[config.mk]
export PLATFORM = sky130hd
export DESIGN_NAME = rx_queue_mac
export DESIGN_NICKNAME = d
export VERILOG_FILES = /design/src/hw/rx_mac_pkg.sv /design/src/hw/rx_queue_mac.sv
export SDC_FILE = /design/constraint.sdc
export NUM_CORES = 1
export LEC_CHECK = 0
export BUFFER_PORTS_ARGS = -buffer_cell sky130_fd_sc_hd__buf_2
export CORE_MARGIN = 2
export CORE_UTILIZATION = 35
export CTS_BUF_LIST = sky130_fd_sc_hd__clkbuf_8
export CTS_CLUSTER_DIAMETER = 40
export DETAILED_ROUTE_END_ITERATION = 10
export PLACE_DENSITY_LB_ADDON = 0.2
export SLEW_MARGIN = 20
export SYNTH_ARGS = -nofsm -noshare
export SYNTH_HDL_FRONTEND = slang
export SYNTH_HIERARCHICAL = 1
export SYNTH_SLANG_ARGS = --single-unit
[constraint.sdc]
create_clock -name sys_clk -period 3 [get_ports sys_clk]
set_clock_uncertainty 0.15 [all_clocks]
set_input_delay 0.15 -clock sys_clk [delete_from_list [all_inputs] [get_ports sys_clk]]
set_output_delay 0.15 -clock sys_clk [all_outputs]
set_load 0.01 [all_outputs]
[src/hw/rx_mac_pkg.sv]
// Shared constants for the receive queue, frame filter and MAC control word block.
package rx_mac_pkg;
  // Directly addressed registers on the processor port.
  localparam logic [9:0] HIGH_MARK_OFS      = 10'h15B;
  localparam logic [9:0] EVENT_ENABLE_OFS   = 10'h15C;
  localparam logic [9:0] LATCHED_EVENTS_OFS = 10'h15D;
  localparam logic [9:0] ACCEPT_FILTER_OFS  = 10'h15E;
  // Indirect access window for the MAC register space.
  localparam logic [9:0] IND_RD_ADDR_HI_OFS = 10'h0A0;
  localparam logic [9:0] IND_RD_ADDR_LO_OFS = 10'h0A1;
  localparam logic [9:0] IND_WR_ADDR_HI_OFS = 10'h0A2;
  localparam logic [9:0] IND_WR_ADDR_LO_OFS = 10'h0A3;
  localparam logic [9:0] IND_DATA0_OFS      = 10'h0A4;
  localparam logic [15:0] MAC_CONTROL_IND   = 16'h0000;
  // Reset values.
  localparam logic [7:0]  HIGH_MARK_RST     = 8'h3A;
  localparam logic [7:0]  EVENT_ENABLE_RST  = 8'h00;
  localparam logic [7:0]  ACCEPT_FILTER_RST = 8'h00;
  localparam logic [31:0] MAC_CONTROL_RST   = 32'h00000000;
  // Event enable bit positions.
  localparam int EN_FIFO_OVR  = 3;
  localparam int EN_QUEUE_OVR = 2;
  localparam int EN_LOW_MARK  = 1;
  localparam int EN_HIGH_MARK = 0;
  // Latched event bit positions; high and low sit opposite to the enables.
  localparam int LS_FIFO_OVR  = 3;
  localparam int LS_QUEUE_OVR = 2;
  localparam int LS_HIGH_MARK = 1;
  localparam int LS_LOW_MARK  = 0;
  // Accept filter bit positions.
  localparam int FLT_NONPAUSE = 6;
  localparam int FLT_CTRL     = 5;
  localparam int FLT_LENGTH   = 4;
  localparam int FLT_CHECKSUM = 3;
  localparam int FLT_ODD_BITS = 2;
  localparam int FLT_PHY_ERR  = 1;
  localparam int FLT_BCAST    = 0;
  // MAC control word bit positions.
  localparam int CW_HEARTBEAT_OFF = 28;
  localparam int CW_PORT_CHOICE   = 27;
  localparam int CW_SELF_RX_BLOCK = 23;
  localparam int CW_LOOPBACK      = 21;
  localparam int CW_FULL_DUPLEX   = 20;
  localparam int CW_LATE_COL_RTY  = 12;
  // Watermark granule: 32 packets of 2048 bytes.
  localparam int unsigned MARK_PACKETS    = 32;
  localparam int unsigned MARK_PKT_BYTES  = 2048;
  localparam int unsigned MARK_UNIT_BYTES = MARK_PACKETS * MARK_PKT_BYTES;
  localparam int unsigned MARK_SHIFT      = $clog2(MARK_UNIT_BYTES);
  // Receive data FIFO shape.
  localparam int FIFO_WIDTH = 10;
  localparam int FIFO_DEPTH = 32;

  typedef enum logic [1:0] {
    RX_IDLE  = 2'b00,
    RX_FRAME = 2'b01,
    RX_DROP  = 2'b11
  } rx_state_t;
endpackage

[src/hw/rx_queue_mac.sv]
// Receive frame filter, receive data FIFO, queue watermark events and MAC control word.
`timescale 1ns/1ps

// Synchronous FIFO with registered full and empty flags.
module rx_byte_fifo #(
  parameter int WIDTH = 10,
  parameter int DEPTH = 32
) (
  input  wire logic             sys_clk,
  input  wire logic             rst,
  input  wire logic [WIDTH-1:0] in_data,
  input  wire logic             in_valid,
  output logic                  in_ready,
  output logic [WIDTH-1:0]      out_data,
  output logic                  out_valid,
  input  wire logic             out_ready
);
  localparam int AW = $clog2(DEPTH);

  logic [WIDTH-1:0] mem [DEPTH];
  logic [AW-1:0]    wr_ptr_q;
  logic [AW-1:0]    rd_ptr_q;
  logic [AW:0]      count_q;
  logic             full_q;
  logic             empty_q;
  logic             push;
  logic             pop;
  logic [AW:0]      count_d;

  assign push      = in_valid && !full_q;
  assign pop       = out_ready && !empty_q;
  assign in_ready  = !full_q;
  assign out_valid = !empty_q;
  assign out_data  = mem[rd_ptr_q];

  // Occupancy follows pushes and pops; flags are registered with it.
  always_comb begin
    count_d = count_q;
    if (push && !pop) begin
      count_d = count_q + 1'b1;
    end else if (pop && !push) begin
      count_d = count_q - 1'b1;
    end
  end

  always_ff @(posedge sys_clk) begin
    if (rst) begin
      wr_ptr_q <= '0;
      rd_ptr_q <= '0;
      count_q  <= '0;
      full_q   <= 1'b0;
      empty_q  <= 1'b1;
    end else begin
      if (push) begin
        wr_ptr_q <= (wr_ptr_q == AW'(DEPTH - 1)) ? '0 : wr_ptr_q + 1'b1;
      end
      if (pop) begin
        rd_ptr_q <= (rd_ptr_q == AW'(DEPTH - 1)) ? '0 : rd_ptr_q + 1'b1;
      end
      count_q <= count_d;
      full_q  <= (count_d == (AW+1)'(DEPTH));
      empty_q <= (count_d == '0);
    end
  end

  // Storage carries no reset, so it maps onto plain RAM.
  always_ff @(posedge sys_clk) begin
    if (push) begin
      mem[wr_ptr_q] <= in_data;
    end
  end
endmodule

module rx_queue_mac #(
  parameter int ADDR_W  = 10,
  parameter int FILL_W  = 24,
  parameter int F_DEPTH = rx_mac_pkg::FIFO_DEPTH
) (
  input  wire logic              sys_clk,
  input  wire logic              rst,
  // Processor port.
  input  wire logic              cpu_cs,
  input  wire logic              cpu_rd,
  input  wire logic              cpu_wr,
  input  wire logic [ADDR_W-1:0] cpu_addr,
  input  wire logic [7:0]        cpu_wdata,
  output logic [7:0]             cpu_rdata,
  // Receive byte stream from the PHY side, status valid with the last byte.
  input  wire logic              phy_rx_valid,
  input  wire logic [7:0]        phy_rx_data,
  input  wire logic              phy_rx_last,
  input  wire logic              frm_ctrl,
  input  wire logic              frm_pause,
  input  wire logic              frm_length_err,
  input  wire logic              frm_checksum_err,
  input  wire logic              frm_odd_bits,
  input  wire logic              frm_phy_err,
  input  wire logic              frm_broadcast,
  input  wire logic              frm_runt,
  input  wire logic              frm_collided,
  // Transmit byte stream from the MAC transmitter.
  input  wire logic              mac_tx_en,
  input  wire logic [7:0]        mac_tx_data,
  input  wire logic              mac_tx_last,
  output logic                   phy_tx_en,
  output logic [7:0]             phy_tx_data,
  // Receive data toward the memory queue.
  output logic [7:0]             q_data,
  output logic                   q_last,
  output logic                   q_keep,
  output logic                   q_valid,
  input  wire logic              q_ready,
  // Queue level and events from the memory controller.
  input  wire logic [FILL_W-1:0] queue_fill,
  input  wire logic [7:0]        low_mark_level,
  input  wire logic              queue_overflow,
  // MAC control outputs.
  output logic                   heartbeat_check_en,
  output logic                   full_duplex,
  output logic                   late_collision_retry,
  output logic                   port_choice,
  output logic                   rx_irq
);
  localparam int FW = rx_mac_pkg::FIFO_WIDTH;

  logic [7:0]        high_watermark_level_q;
  logic [7:0]        event_enable_q;
  logic [3:0]        latched_q;
  logic [3:0]        latched_d;
  logic [7:0]        accept_filter_q;
  logic [31:0]       mac_control_word_q;
  logic [15:0]       ind_rd_addr_q;
  logic [15:0]       ind_wr_addr_q;
  logic [7:0]        ind_data_q [4];
  logic [7:0]        cpu_rdata_q;
  logic              irq_q;
  logic [FILL_W-1:0] fill_prev_q;
  logic              wr_hit;
  logic              rd_hit;
  logic [7:0]        rd_mux;
  logic              rd_events;

  assign wr_hit    = cpu_cs && cpu_wr;
  assign rd_hit    = cpu_cs && cpu_rd;
  assign rd_events = rd_hit && (cpu_addr == ADDR_W'(rx_mac_pkg::LATCHED_EVENTS_OFS));

  // Direct configuration registers written by the processor.
  always_ff @(posedge sys_clk) begin
    if (rst) begin
      high_watermark_level_q <= rx_mac_pkg::HIGH_MARK_RST;
      event_enable_q         <= rx_mac_pkg::EVENT_ENABLE_RST;
      accept_filter_q        <= rx_mac_pkg::ACCEPT_FILTER_RST;
    end else if (wr_hit) begin
      case (cpu_addr)
        ADDR_W'(rx_mac_pkg::HIGH_MARK_OFS):     high_watermark_level_q <= cpu_wdata;
        ADDR_W'(rx_mac_pkg::EVENT_ENABLE_OFS):  event_enable_q         <= {4'h0, cpu_wdata[3:0]};
        ADDR_W'(rx_mac_pkg::ACCEPT_FILTER_OFS): accept_filter_q        <= {1'b0, cpu_wdata[6:0]};
        default: ;
      endcase
    end
  end

  // Indirect window: address pairs and a four-byte staging word.
  // indirect read: address then data; indirect write: data then address
  always_ff @(posedge sys_clk) begin
    if (rst) begin
      ind_rd_addr_q      <= 16'h0000;
      ind_wr_addr_q      <= 16'h0000;
      mac_control_word_q <= rx_mac_pkg::MAC_CONTROL_RST;
      for (int i = 0; i < 4; i++) begin
        ind_data_q[i] <= 8'h00;
      end
    end else if (wr_hit) begin
      case (cpu_addr)
        ADDR_W'(rx_mac_pkg::IND_RD_ADDR_HI_OFS): ind_rd_addr_q[15:8] <= cpu_wdata;
        ADDR_W'(rx_mac_pkg::IND_WR_ADDR_HI_OFS): ind_wr_addr_q[15:8] <= cpu_wdata;
        ADDR_W'(rx_mac_pkg::IND_RD_ADDR_LO_OFS): begin
          // Writing the low read address fetches the word into the staging bytes.
          ind_rd_addr_q[7:0] <= cpu_wdata;
          if ({ind_rd_addr_q[15:8], cpu_wdata} == rx_mac_pkg::MAC_CONTROL_IND) begin
            {ind_data_q[0], ind_data_q[1], ind_data_q[2], ind_data_q[3]} <= mac_control_word_q;
          end else begin
            {ind_data_q[0], ind_data_q[1], ind_data_q[2], ind_data_q[3]} <= 32'h00000000;
          end
        end
        ADDR_W'(rx_mac_pkg::IND_WR_ADDR_LO_OFS): begin
          // Writing the low write address commits the staged word.
          ind_wr_addr_q[7:0] <= cpu_wdata;
          if ({ind_wr_addr_q[15:8], cpu_wdata} == rx_mac_pkg::MAC_CONTROL_IND) begin
            mac_control_word_q <= {ind_data_q[0], ind_data_q[1], ind_data_q[2], ind_data_q[3]};
          end
        end
        default: begin
          for (int i = 0; i < 4; i++) begin
            if (cpu_addr == ADDR_W'(rx_mac_pkg::IND_DATA0_OFS) + ADDR_W'(i)) begin
              ind_data_q[i] <= cpu_wdata;
            end
          end
        end
      endcase
    end
  end

  // Read mux; unmapped addresses read as zero.
  always_comb begin
    rd_mux = 8'h00;
    case (cpu_addr)
      ADDR_W'(rx_mac_pkg::HIGH_MARK_OFS):      rd_mux = high_watermark_level_q;
      ADDR_W'(rx_mac_pkg::EVENT_ENABLE_OFS):   rd_mux = event_enable_q;
      ADDR_W'(rx_mac_pkg::LATCHED_EVENTS_OFS): rd_mux = {4'h0, latched_q};
      ADDR_W'(rx_mac_pkg::ACCEPT_FILTER_OFS):  rd_mux = accept_filter_q;
      ADDR_W'(rx_mac_pkg::IND_RD_ADDR_HI_OFS): rd_mux = ind_rd_addr_q[15:8];
      ADDR_W'(rx_mac_pkg::IND_RD_ADDR_LO_OFS): rd_mux = ind_rd_addr_q[7:0];
      ADDR_W'(rx_mac_pkg::IND_WR_ADDR_HI_OFS): rd_mux = ind_wr_addr_q[15:8];
      ADDR_W'(rx_mac_pkg::IND_WR_ADDR_LO_OFS): rd_mux = ind_wr_addr_q[7:0];
      default: begin
        for (int i = 0; i < 4; i++) begin
          if (cpu_addr == ADDR_W'(rx_mac_pkg::IND_DATA0_OFS) + ADDR_W'(i)) begin
            rd_mux = ind_data_q[i];
          end
        end
      end
    endcase
  end

  // Read data is held until the next read strobe.
  always_ff @(posedge sys_clk) begin
    if (rst) begin
      cpu_rdata_q <= 8'h00;
    end else if (rd_hit) begin
      cpu_rdata_q <= rd_mux;
    end
  end
  assign cpu_rdata = cpu_rdata_q;

  // ---- Receive source selection and filter ----
  logic       cw_loop;
  logic       src_valid;
  logic [7:0] src_data;
  logic       src_last;
  logic       reject;
  logic       fifo_in_ready;
  logic       fifo_in_valid;
  logic [FW-1:0] fifo_in_data;
  logic [FW-1:0] fifo_out_data;
  logic       fifo_overrun;
  rx_mac_pkg::rx_state_t rx_state_q;

  assign cw_loop = mac_control_word_q[rx_mac_pkg::CW_LOOPBACK];

  always_comb begin
    if (cw_loop) begin
      src_valid = mac_tx_en;
      src_data  = mac_tx_data;
      src_last  = mac_tx_last;
    end else if (mac_control_word_q[rx_mac_pkg::CW_SELF_RX_BLOCK] && mac_tx_en) begin
      src_valid = 1'b0;
      src_data  = phy_rx_data;
      src_last  = 1'b0;
    end else begin
      src_valid = phy_rx_valid;
      src_data  = phy_rx_data;
      src_last  = phy_rx_last;
    end
  end

  // Frame verdict; looped frames carry clean status.  A PHY error passes if either error bit allows it.
  always_comb begin
    reject = 1'b0;
    if (!cw_loop) begin
      if (frm_ctrl && !accept_filter_q[rx_mac_pkg::FLT_CTRL]) reject = 1'b1;
      if (frm_ctrl && !frm_pause && !accept_filter_q[rx_mac_pkg::FLT_NONPAUSE]) reject = 1'b1;
      if (frm_length_err && !accept_filter_q[rx_mac_pkg::FLT_LENGTH]) reject = 1'b1;
      if (frm_checksum_err && !accept_filter_q[rx_mac_pkg::FLT_CHECKSUM]) reject = 1'b1;
      if (frm_phy_err && !accept_filter_q[rx_mac_pkg::FLT_PHY_ERR]
          && !accept_filter_q[rx_mac_pkg::FLT_CHECKSUM]) reject = 1'b1;
      if (frm_odd_bits && !frm_runt && !frm_collided
          && !accept_filter_q[rx_mac_pkg::FLT_ODD_BITS]) reject = 1'b1;
      if (frm_broadcast && !accept_filter_q[rx_mac_pkg::FLT_BCAST]) reject = 1'b1;
    end
  end

  // The verdict only exists at the last byte, so it travels as a keep flag with it.
  always_comb begin
    fifo_in_valid = 1'b0;
    fifo_in_data  = {src_last, !(src_last && reject), src_data};
    fifo_overrun  = 1'b0;
    case (rx_state_q)
      rx_mac_pkg::RX_DROP: begin
        // After an overrun only a closing marker is stored, always marked discard.
        fifo_in_valid = src_valid && src_last && fifo_in_ready;
        fifo_in_data  = {1'b1, 1'b0, src_data};
      end
      default: begin
        fifo_in_valid = src_valid;
        // byte lost to a full FIFO
        fifo_overrun  = src_valid && !fifo_in_ready;
      end
    endcase
  end

  // Frame tracking; a byte stream cannot be paused, so overrun drops the rest of the frame.
  always_ff @(posedge sys_clk) begin
    if (rst) begin
      rx_state_q <= rx_mac_pkg::RX_IDLE;
    end else begin
      case (rx_state_q)
        rx_mac_pkg::RX_IDLE: begin
          if (fifo_overrun && !src_last) rx_state_q <= rx_mac_pkg::RX_DROP;
          else if (src_valid && !src_last) rx_state_q <= rx_mac_pkg::RX_FRAME;
        end
        rx_mac_pkg::RX_FRAME: begin
          if (fifo_overrun && !src_last) rx_state_q <= rx_mac_pkg::RX_DROP;
          else if (src_valid && src_last) rx_state_q <= rx_mac_pkg::RX_IDLE;
        end
        rx_mac_pkg::RX_DROP: begin
          if (src_valid && src_last) rx_state_q <= rx_mac_pkg::RX_IDLE;
        end
        default: rx_state_q <= rx_mac_pkg::RX_IDLE;
      endcase
    end
  end

  rx_byte_fifo #(
    .WIDTH (FW),
    .DEPTH (F_DEPTH)
  ) u_fifo (
    .sys_clk   (sys_clk),
    .rst       (rst),
    .in_data   (fifo_in_data),
    .in_valid  (fifo_in_valid),
    .in_ready  (fifo_in_ready),
    .out_data  (fifo_out_data),
    .out_valid (q_valid),
    .out_ready (q_ready)
  );

  assign q_last = fifo_out_data[9];
  assign q_keep = fifo_out_data[8];
  assign q_data = fifo_out_data[7:0];

  // ---- Watermark crossings and latched events ----
  logic [FILL_W-1:0] high_mark_bytes;
  logic [FILL_W-1:0] low_mark_bytes;
  logic              high_cross;
  logic              low_cross;
  logic [3:0]        en_mapped;

  assign high_mark_bytes = FILL_W'({high_watermark_level_q, {rx_mac_pkg::MARK_SHIFT{1'b0}}});
  assign low_mark_bytes  = FILL_W'({low_mark_level, {rx_mac_pkg::MARK_SHIFT{1'b0}}});
  assign high_cross = (fill_prev_q < high_mark_bytes) && (queue_fill >= high_mark_bytes);
  assign low_cross  = (fill_prev_q >= low_mark_bytes) && (queue_fill < low_mark_bytes);

  // The previous level tracks the input during reset too, so release never fakes a crossing.
  always_ff @(posedge sys_clk) begin
    if (rst) begin
      fill_prev_q <= queue_fill;
    end else begin
      fill_prev_q <= queue_fill;
    end
  end

  // Clear on read, but an event in the read cycle survives into the next read.
  always_comb begin
    latched_d = rd_events ? 4'h0 : latched_q;
    if (fifo_overrun) latched_d[rx_mac_pkg::LS_FIFO_OVR] = 1'b1;
    if (queue_overflow) latched_d[rx_mac_pkg::LS_QUEUE_OVR] = 1'b1;
    if (high_cross) latched_d[rx_mac_pkg::LS_HIGH_MARK] = 1'b1;
    if (low_cross) latched_d[rx_mac_pkg::LS_LOW_MARK] = 1'b1;
  end

  assign en_mapped[rx_mac_pkg::LS_FIFO_OVR]  = event_enable_q[rx_mac_pkg::EN_FIFO_OVR];
  assign en_mapped[rx_mac_pkg::LS_QUEUE_OVR] = event_enable_q[rx_mac_pkg::EN_QUEUE_OVR];
  assign en_mapped[rx_mac_pkg::LS_HIGH_MARK] = event_enable_q[rx_mac_pkg::EN_HIGH_MARK];
  assign en_mapped[rx_mac_pkg::LS_LOW_MARK]  = event_enable_q[rx_mac_pkg::EN_LOW_MARK];

  always_ff @(posedge sys_clk) begin
    if (rst) begin
      latched_q <= 4'h0;
      irq_q     <= 1'b0;
    end else begin
      latched_q <= latched_d;
      irq_q     <= |(latched_d & en_mapped);
    end
  end
  assign rx_irq = irq_q;

  // ---- MAC control outputs, registered ----
  logic       hb_en_q;
  logic       fdx_q;
  logic       lcr_q;
  logic       pc_q;
  logic       tx_en_q;
  logic [7:0] tx_data_q;

  always_ff @(posedge sys_clk) begin
    if (rst) begin
      hb_en_q <= 1'b0;
      fdx_q   <= 1'b0;
      lcr_q   <= 1'b0;
      pc_q    <= 1'b0;
    end else begin
      hb_en_q <= !mac_control_word_q[rx_mac_pkg::CW_HEARTBEAT_OFF]
                 && !mac_control_word_q[rx_mac_pkg::CW_FULL_DUPLEX];
      fdx_q   <= mac_control_word_q[rx_mac_pkg::CW_FULL_DUPLEX];
      lcr_q   <= mac_control_word_q[rx_mac_pkg::CW_LATE_COL_RTY];
      pc_q    <= mac_control_word_q[rx_mac_pkg::CW_PORT_CHOICE];
    end
  end

  always_ff @(posedge sys_clk) begin
    if (rst) begin
      tx_en_q   <= 1'b0;
      tx_data_q <= 8'h00;
    end else begin
      tx_en_q   <= mac_tx_en && !cw_loop;
      tx_data_q <= cw_loop ? 8'h00 : mac_tx_data;
    end
  end

  assign heartbeat_check_en   = hb_en_q;
  assign full_duplex          = fdx_q;
  assign late_collision_retry = lcr_q;
  assign port_choice          = pc_q;
  assign phy_tx_en            = tx_en_q;
  assign phy_tx_data          = tx_data_q;
endmodule

# Word-level counts from Yosys, hierarchy flattened
# Memory sizes are Yosys's and may differ from the RTL's. A register that Yosys moved wholly into a read port is not among the register bits.
# Index checks and enable logic that the tools add are counted.
# totals
latch_bits	0
ff_bits	185
out_inout_bits	33
mem_bits_ro	0
memories	1
wordCells	173
in_bits	86
ramBits	320
# mem_list
name	depth	word_bits	read_ports	rd_ports_with_merged_regs	write_ports	line	text
u_fifo.mem	32	10	1	1	1	rx_queue_mac.sv:20	logic [WIDTH-1:0] mem [DEPTH];
# op_classes
n_div	0
n_eq_ne	18
n_reduce_logical	71
n_mul	0
shifts	0
add_sub_neg	4
magnitude_cmp	4
n_bitwise	2
muxes	45
# ops
operator	count
10-bit by 8-bit equality test with 1-bit output (second input constant)	8
8-bit two-way mux	9
32-bit case mux with 2 select lines	1
8-bit case mux with 8 select lines	1
24-bit greater-or-equal comparator	2
24-bit less-than comparator	2
10-bit by 9-bit equality test with 1-bit output (second input constant)	4
16-bit logical NOT	2
32-bit two-way mux	1
1-bit logical AND	29
1-bit two-way mux	20
5-bit two-way mux	4
1-bit logical NOT	19
3-bit AND reduction	5
2-bit AND reduction	7
6-bit two-way mux	2
5-bit by 1-bit adder with 5-bit output (second input constant)	2
5-bit equality test (second input constant)	2
10-bit two-way mux	1
2-bit two-way mux	4
2-bit nonzero test	4
6-bit by 1-bit adder with 6-bit output (second input constant)	1
6-bit equality test (second input constant)	1
6-bit logical NOT	1
other kinds (12)	12

# Logic depth before layout (Yosys ltp)
# Gate-level depths: netlist of run 1.
# logic_depth
ltp_word	13
depth_mapped	11
depth_no_buf	10

# Hierarchy
# Netlist of run 1, hierarchy kept.
# by_module_without_submodules
module	seq_area_each_um2	area_per_inst_um2	n_inst	cells_per_inst
rx_byte_fifo	10069.7	13375.3	1	629
rx_queue_mac	3343.2	7618.6	1	871

# Worst setup path before layout of run 1
# Ideal clock, no wire load.
# synth_timing
kind	register to register
startpoint	register accept_filter_q[6]
endpoint	memory u_fifo.mem[0][8] (data pin)
setup_time_ns	0.465
required_ns	2.385
arrival_time_ns	2.067
stages_incl_launch_ff	5
n_path_buf	0
path_slack_ns	0.318
synth_period_minus_slack_ns	2.682
cell_sequence	dfxtp_1 o21ai_0 a211oi_1 o21ai_0 a21boi_0
# synth_between
elab_chain_cells	12
# synth_rtl
element	line	text
start: declaration	rx_queue_mac.sv:130	logic [7:0] accept_filter_q;
start signal: assignment	rx_queue_mac.sv:152	accept_filter_q <= rx_mac_pkg::ACCEPT_FILTER_RST;
start signal: assignment	rx_queue_mac.sv:157	ADDR_W'(rx_mac_pkg::ACCEPT_FILTER_OFS): accept_filter_q <= {1'b0, cpu_wdata[6:0]};
1-bit logical NOT	rx_queue_mac.sv:272	if (frm_ctrl && !frm_pause && !accept_filter_q[rx_mac_pkg::FLT_NONPAUSE]) reject = 1'b1;
1-bit logical AND	rx_queue_mac.sv:272	
1-bit two-way mux	rx_queue_mac.sv:272	
1-bit two-way mux	rx_queue_mac.sv:273	if (frm_length_err && !accept_filter_q[rx_mac_pkg::FLT_LENGTH]) reject = 1'b1;
1-bit two-way mux	rx_queue_mac.sv:274	if (frm_checksum_err && !accept_filter_q[rx_mac_pkg::FLT_CHECKSUM]) reject = 1'b1;
1-bit two-way mux	rx_queue_mac.sv:275	if (frm_phy_err && !accept_filter_q[rx_mac_pkg::FLT_PHY_ERR]
1-bit two-way mux	rx_queue_mac.sv:277	if (frm_odd_bits && !frm_runt && !frm_collided
1-bit two-way mux	rx_queue_mac.sv:279	if (frm_broadcast && !accept_filter_q[rx_mac_pkg::FLT_BCAST]) reject = 1'b1;
1-bit two-way mux	rx_queue_mac.sv:270	if (!cw_loop) begin
1-bit logical AND	rx_queue_mac.sv:286	fifo_in_data = {src_last, !(src_last && reject), src_data};
1-bit logical NOT	rx_queue_mac.sv:286	
10-bit two-way mux	rx_queue_mac.sv:288	case (rx_state_q)
net fifo_in_data[8]	rx_queue_mac.sv:244	logic [FW-1:0] fifo_in_data;
end: declaration	rx_queue_mac.sv:20	
# The timed path passes the listed nets, and every way through them passes these cells.

==> results of run 1 <==
==> Yosys cell counts, types with 14 or more instances <==
cell type,number
a21oi_1,95
a221oi_1,33
buf_2,31
clkbuf_1,48
dfxtp_1,190
edfxtp_1,320
ha_1,39
inv_1,33
mux2_2,19
mux2i_1,28
mux4_2,110
nand2_1,172
nand3_1,16
nand4_1,16
nor2_1,115
nor3_1,41
nor4_1,14
o21ai_0,30
==> timing repair <==
item / in CTS / in global routing
setup endpoints to repair: 10 / 10
resized for setup: 26 / 3
endpoints found under the hold margin: 179 / 0
gates cloned: 6 / 1
buffers inserted: 8 / 0
hold buffers: 83 / 0
==> power groups by stage <==
stage                     sequential (W)  clock [W]  combinational [W]
after global routing             0.00762    0.00710            0.00164
after detailed placement         0.00776          0            0.00123
final                            0.00761    0.00660            0.00152
after global placement           0.00776          0            0.00121
after floorplan                  0.00773          0           0.000795
after CTS                        0.00761    0.00678            0.00152
==> area by class of cell <==
| cell class | instances | area share |
|---|---|---|
| Antenna cell | 2 | 0.000193 |
| Timing Repair Buffer | 295 | 0.0957 |
| Clock buffer | 100 | 0.0531 |
| Tap cell | 773 | 0.0373 |
| Inverter | 34 | 0.00493 |
| Multi-Input combinational cell | 865 | 0.272 |
| Sequential cell | 510 | 0.518 |
| Clock inverter | 67 | 0.0187 |
==> logic make-up after synthesis <==
family,count (synthesis),share of synthesized area
compound gates,212,0.0635
mux,157,0.142
fa+ha+maj,39,0.0232
flops,510,0.639
xor+xnor,6,0.00250
buf+inv,125,0.0267
simple gates,451,0.104
==> worst min path at each step <==
stage                        start         endpoint  slack [ns]  cells after the start
detailed placement  queue_fill[12]  fill_prev_q[12]        0.12                      1
global placement    queue_fill[12]  fill_prev_q[12]        0.12                      1
CTS                    phy_rx_last    rx_state_q[1]       0.008                      6
finish                 phy_rx_last    rx_state_q[1]        0.08                      6
floorplan            queue_fill[0]   fill_prev_q[0]        0.03                      0
global route        mac_tx_data[3]   phy_tx_data[3]        0.06                      3
==> critical path, delay by kind of cell (launching register included) <==
| family | cells | cell delay, ns |
|---|---|---|
| buffers and inverters | 4 | 0.53 |
| DFF | 1 | 0.37 |
| muxes | 3 | 1.33 |
==> sequential cells by signal, summed over array words and instances, names as in the netlist, 2 cells and up, named ones only <==
signal / count
rx_state_q: 2
accept_filter_q: 7
latched_q: 4
high_watermark_level_q: 8
u_fifo/mem: 320
ind_data_q: 32
cpu_rdata: 8
u_fifo/rd_ptr_q: 5
phy_tx_data: 8
u_fifo/wr_ptr_q: 5
mac_control_word_q: 32
ind_rd_addr_q: 16
fill_prev_q: 24
ind_wr_addr_q: 16
u_fifo/count_q: 6
event_enable_q: 4
==> metrics by stage <==
stage	utilization	TNS [ns]	worst slack, ns	hold slack (ns)	total power [W]
after detailed placement	0.386	0	0.228	0.121	0.00899
final	0.438	-1.77	-0.206	0.0772	0.0157
after CTS	0.437	-2.55	-0.272	0.00837	0.0159
after global placement	0.386	0	0.276	0.120	0.00898
after floorplan	-	0	0.318	0.0277	0.00853
after global routing	0.438	-2.81	-0.301	0.0592	0.0164
==> layer usage <==
layer / track usage / share of wire / up-vias
li1: - / - / 6345
met1: 0.252 / 0.43 / 7187
met2: 0.313 / 0.48 / 501
met3: 0.0381 / 0.064 / 81
met4: 0.0630 / 0.022 / 2
met5: 0 / 0.00027 / -
==> results.json, run 1 <==
{
  "outcome": "finished with violations",
  "violations": "setup timing",
  "p_per_area_nw_per_um2": 607,
  "worstPathArrival_ns": 2.91,
  "cp_slowest_cell": "mux4_2",
  "num-fill-cells": 5377,
  "cap_violations": 0,
  "viasPerCell": 5.33,
  "io_pins": 119,
  "final_nets": 1924,
  "post-dp-hpwl_mm": 36.9,
  "finalWorstSetupSlack_ns": -0.206,
  "drt-initial-drc-count": 1037,
  "setup_viol": 10,
  "netlist_instances": 1500,
  "r2r_slack_ns": 0.21,
  "post_dp_cell_area_sq_um": 22800,
  "clock_latency_ns": 0.67,
  "final_cells": 2646,
  "finalCriticalPeriod_ns": 3.21,
  "grt_max_degree": 95,
  "yosysWarningCount": 6,
  "port_buffers": 118,
  "vias": 14116,
  "grt_antenna_before_repair": 3,
  "clock-sinks": 510,
  "routedWlPerCell_microns": 22.4,
  "htree_levels": 3,
  "crit_chain": "buf_12, buf_12, buf_16, mux4_2, mux4_2, mux2_4, buf_6",
  "ys_ff_latch": 510,
  "combPwrFrac": 0.096,
  "ir_drop_mv": 0.281,
  "fin_crit_sh": 1.07,
  "yosys.area.top_type_share": 0.458,
  "r2r_start": "mac_control_word_q[23]",
  "holdCritPathClass": "in -> reg",
  "rsz0062_at_grt": "true",
  "die_area_sq_um": 62000,
  "max_slew_margin": 0.399,
  "core_sq_um": 59100,
  "cp.required_ns": 2.70,
  "worst_pin_slew_ns": 0.898,
  "cts_tree": "done",
  "endpoint_kind": "output pin",
  "cts_buffer_depth": 3,
  "yosysTopAreaCell": "edfxtp_1",
  "dieHeight_microns": 249,
  "area_delta_synth_final_pct": 23.4,
  "cts_made_buffers": 93,
  "drive_gt1_frac": 0.261,
  "synthArstFlopShare": 0,
  "p_leak_nw": 9.03,
  "ant_nets": 0,
  "p_switching_w": 0.00374,
  "critPathLaunchType": "register",
  "wirelength_mm": 59.2,
  "layout_commonest_cell": "edfxtp_1",
  "hold_viol_final": 0,
  "power.internal_w": 0.0120,
  "p_clk_frac": 0.420,
  "postLayoutCellArea_sq_um": 25900,
  "grt_pass1_vias": 14271,
  "row_count": 89,
  "netSwitchingFraction": 0.238,
  "slew_viol_final": 0,
  "r2r_end": "u_fifo/full_q",
  "synth.distinct_cells": 67,
  "cts_root_buf": "clkbuf_8",
  "syn_nets": 1625,
  "seqPwrFrac": 0.484,
  "drc": 0,
  "start_util": 0.355,
  "fmaxAchievable_ghz": 0.312,
  "drtPass1Iterations": 6,
  "worst-r2r-cell-count": 9,
  "ys.flop_type": "edfxtp_1",
  "cp-endpoint": "q_data[2]",
  "final_cell_mix": "320 x edfxtp_1, 188 x dfxtp_1, 172 x nand2_1, 115 x nor2_1",
  "overflow": 0,
  "cp_slowest_stage_delay_ns": 0.52,
  "place_congestion": 0.874,
  "ff_latch_area_sq_um": 13400,
  "clk_pin_slew_ns": 0.06,
  "grt_pass1_wl_mm": 88.5,
  "synth-seq-area-share": 0.639,
  "path_class": "reg -> out",
  "crit_path_max_fanout": 7,
  "syn-cell-area_sq_um": 21000,
  "grt.total_usage": 0.190,
  "post_synth.cell_area_avg_sq_um": 14.0,
  "synth_area_leaders": "edfxtp_1 46%, dfxtp_1 18%, mux4_2 12%",
  "fp.dieW_microns": 249,
  "post-place-cells": 2379,
  "synth_edf_count": 320,
  "multi_input_area_sq_um": 7050
}
(Power assumes the default switching activity.)
==> run 2, diff against run 1 <==
--- a/config.mk
+++ b/config.mk
@@ -12,6 +12,7 @@
 export CTS_CLUSTER_DIAMETER = 40
 export DETAILED_ROUTE_END_ITERATION = 10
 export PLACE_DENSITY_LB_ADDON = 0.2
+export RECOVER_POWER = 100
 export SLEW_MARGIN = 20
 export SYNTH_ARGS = -nofsm -noshare
 export SYNTH_HDL_FRONTEND = slang
==> run 2 against run 1 <==
Compared with the run above: combinational power is essentially flat; the flow still finishes with violations (setup timing); fmax grew 0.35%; critical path depth is the same; clock power is essentially flat; die area is the same; hold slack is essentially flat; critical endpoint unchanged.
==> results.json, run 2 (same netlist as run 1, synthesis figures left out) <==
{
  "cap_violations": 0,
  "setup_viol": 14,
  "slew_viol_final": 0,
  "io_pins": 119,
  "port_buffers": 118,
  "cts_made_buffers": 93,
  "clock-sinks": 510,
  "place_congestion": 0.874,
  "fin_crit_sh": 1.06,
  "finalCriticalPeriod_ns": 3.19,
  "drt-initial-drc-count": 1091,
  "viasPerCell": 5.30,
  "cp_slowest_stage_delay_ns": 0.52,
  "cts_buffer_depth": 3,
  "critPathLaunchType": "register",
  "p_per_area_nw_per_um2": 611,
  "holdWs_ns": 0.0774,
  "critPathBufInv": 4,
  "vias": 14018,
  "p_leak_nw": 8.81,
  "start_util": 0.355,
  "seqPwrFrac": 0.484,
  "max_slew_margin": 0.113,
  "p_switching_w": 0.00375,
  "cts_tree": "done",
  "grt_pass1_vias": 14271,
  "fmaxAchievable_ghz": 0.313,
  "finalWorstSetupSlack_ns": -0.195,
  "grt_max_degree": 95,
  "path_class": "reg -> out",
  "final_nets": 1924,
  "die_area_sq_um": 62000,
  "fp.dieW_microns": 249,
  "worst_pin_slew_ns": 1.33,
  "r2r_slack_ns": 0.11,
  "dieHeight_microns": 249,
  "core_sq_um": 59100,
  "combPwrFrac": 0.095,
  "grtUsageMet3": 0.0381,
  "netSwitchingFraction": 0.238,
  "post_dp_cell_area_sq_um": 22800,
  "grt_antenna_before_repair": 3,
  "ant_nets": 0,
  "area_delta_synth_final_pct": 22.5,
  "ir_drop_mv": 0.281,
  "crit_chain": "buf_12, buf_12, buf_16, mux4_2, mux4_2, mux2_4, buf_6",
  "outcome": "finished with violations",
  "cp.required_ns": 2.70,
  "clock_latency_ns": 0.67,
  "hold_viol_final": 0,
  "wirelength_mm": 59.2,
  "grt.total_usage": 0.190,
  "post-dp-hpwl_mm": 36.9,
  "layout_commonest_cell": "edfxtp_1",
  "crit_path_max_fanout": 7,
  "top_regs": "u_fifo/mem (320), ind_data_q (32), mac_control_word_q (32)",
  "htree_levels": 3,
  "grt_pass1_wl_mm": 88.5,
  "holdCritPathClass": "in -> reg",
  "overflow": 0,
  "worstPathArrival_ns": 2.89,
  "clk_pin_slew_ns": 0.06,
  "violations": "setup timing",
  "p_clk_frac": 0.420,
  "endpoint_kind": "output pin",
  "rsz0062_at_grt": "true",
  "top_usage_layer": "met2",
  "drtPass1Iterations": 5,
  "grtUsageMet1": 0.252,
  "path_delay_family": "multiplexers",
  "postLayoutCellArea_sq_um": 25700,
  "row_count": 89,
  "cts_root_buf": "clkbuf_8",
  "drive_gt1_frac": 0.228,
  "met2_usage": 0.313,
  "routedWlPerCell_microns": 22.4,
  "largest_register_ff_count": 320,
  "power.internal_w": 0.0120,
  "drc": 0,
  "regMostFlops": "u_fifo/mem",
  "final_cell_mix": "320 x edfxtp_1, 188 x dfxtp_1, 172 x nand2_1, 115 x nor2_1, 110 x mux4_2",
  "cp_slowest_cell": "mux4_2"
}
## run 2: cell types whose count changed in the layout (fill, tap and decap cells not counted), sizes merged
| cell | before | now |
|---|---|---|
| buf | 211 | 134 |
| clkbuf | 101 | 178 |
## run 2: worst paths after layout
check,from,endpoint,depth (start not counted)
max,register,q_data[2],7
min,phy_rx_last,rx_state_q[1],6
max reg2reg,mac_control_word_q[23],u_fifo/mem[10][3],9
min reg2reg,ind_wr_addr_q[1],ind_wr_addr_q[1],2
## run 2: layout make-up
cell class                      count  area, sq um
Clock inverter                     67          485
Fill cell                        5427        33400
Tap cell                          773          967
Sequential cell                   510        13400
Timing Repair Buffer              295         2300
Multi-Input combinational cell    865         7020
Inverter                           34          128
Antenna cell                        2         5.00
Clock buffer                      100         1380
## run 2: power by group through the flow
stage,Clock [W],Sequential (W),Combinational (W)
after global routing,0.00710,0.00762,0.00162
final,0.00661,0.00761,0.00150
after global placement,0,0.00776,0.00121
after detailed placement,0,0.00776,0.00123
after floorplan,0,0.00773,0.000795
after CTS,0.00678,0.00761,0.00152
## run 2: per-layer routing
metal  vias to the layer above  part of all wire
li1                       6356                 -
met1                      7148              0.44
met2                       436              0.48
met3                        76             0.060
met4                         2             0.021
met5                         -           0.00022
## run 2: tightest hold or removal path: stages
cell and delay, ns:
buf_2 0.10, inv_1 0.04, a211oi_1 0.07, a21o_1 0.18, nor4_1 0.17, o21a_1 0.15
## run 2: stage by stage
| stage | instances | setup slack [ns] | power (W) | util | setup TNS [ns] |
|---|---|---|---|---|---|
| after floorplan | 1500 | 0.318 | 0.00853 | - | 0 |
| after global placement | 2379 | 0.276 | 0.00898 | 0.386 | 0 |
| after detailed placement | 2379 | 0.228 | 0.00899 | 0.386 | 0 |
| after CTS | 2643 | -0.272 | 0.0159 | 0.437 | -2.55 |
| final | 2646 | -0.195 | 0.0157 | 0.435 | -2.01 |
| after global routing | 2644 | -0.301 | 0.0163 | 0.435 | -5.44 |
## run 2: what timing repair did
action | 4_1_cts | 5_1_grt
hold endpoints to repair | 179 | 0
setup endpoints to repair | 10 | 10
hold buffers | 83 | 0
cloned | 6 | 1
buffers inserted | 8 | 0
resized for setup | 26 | 3
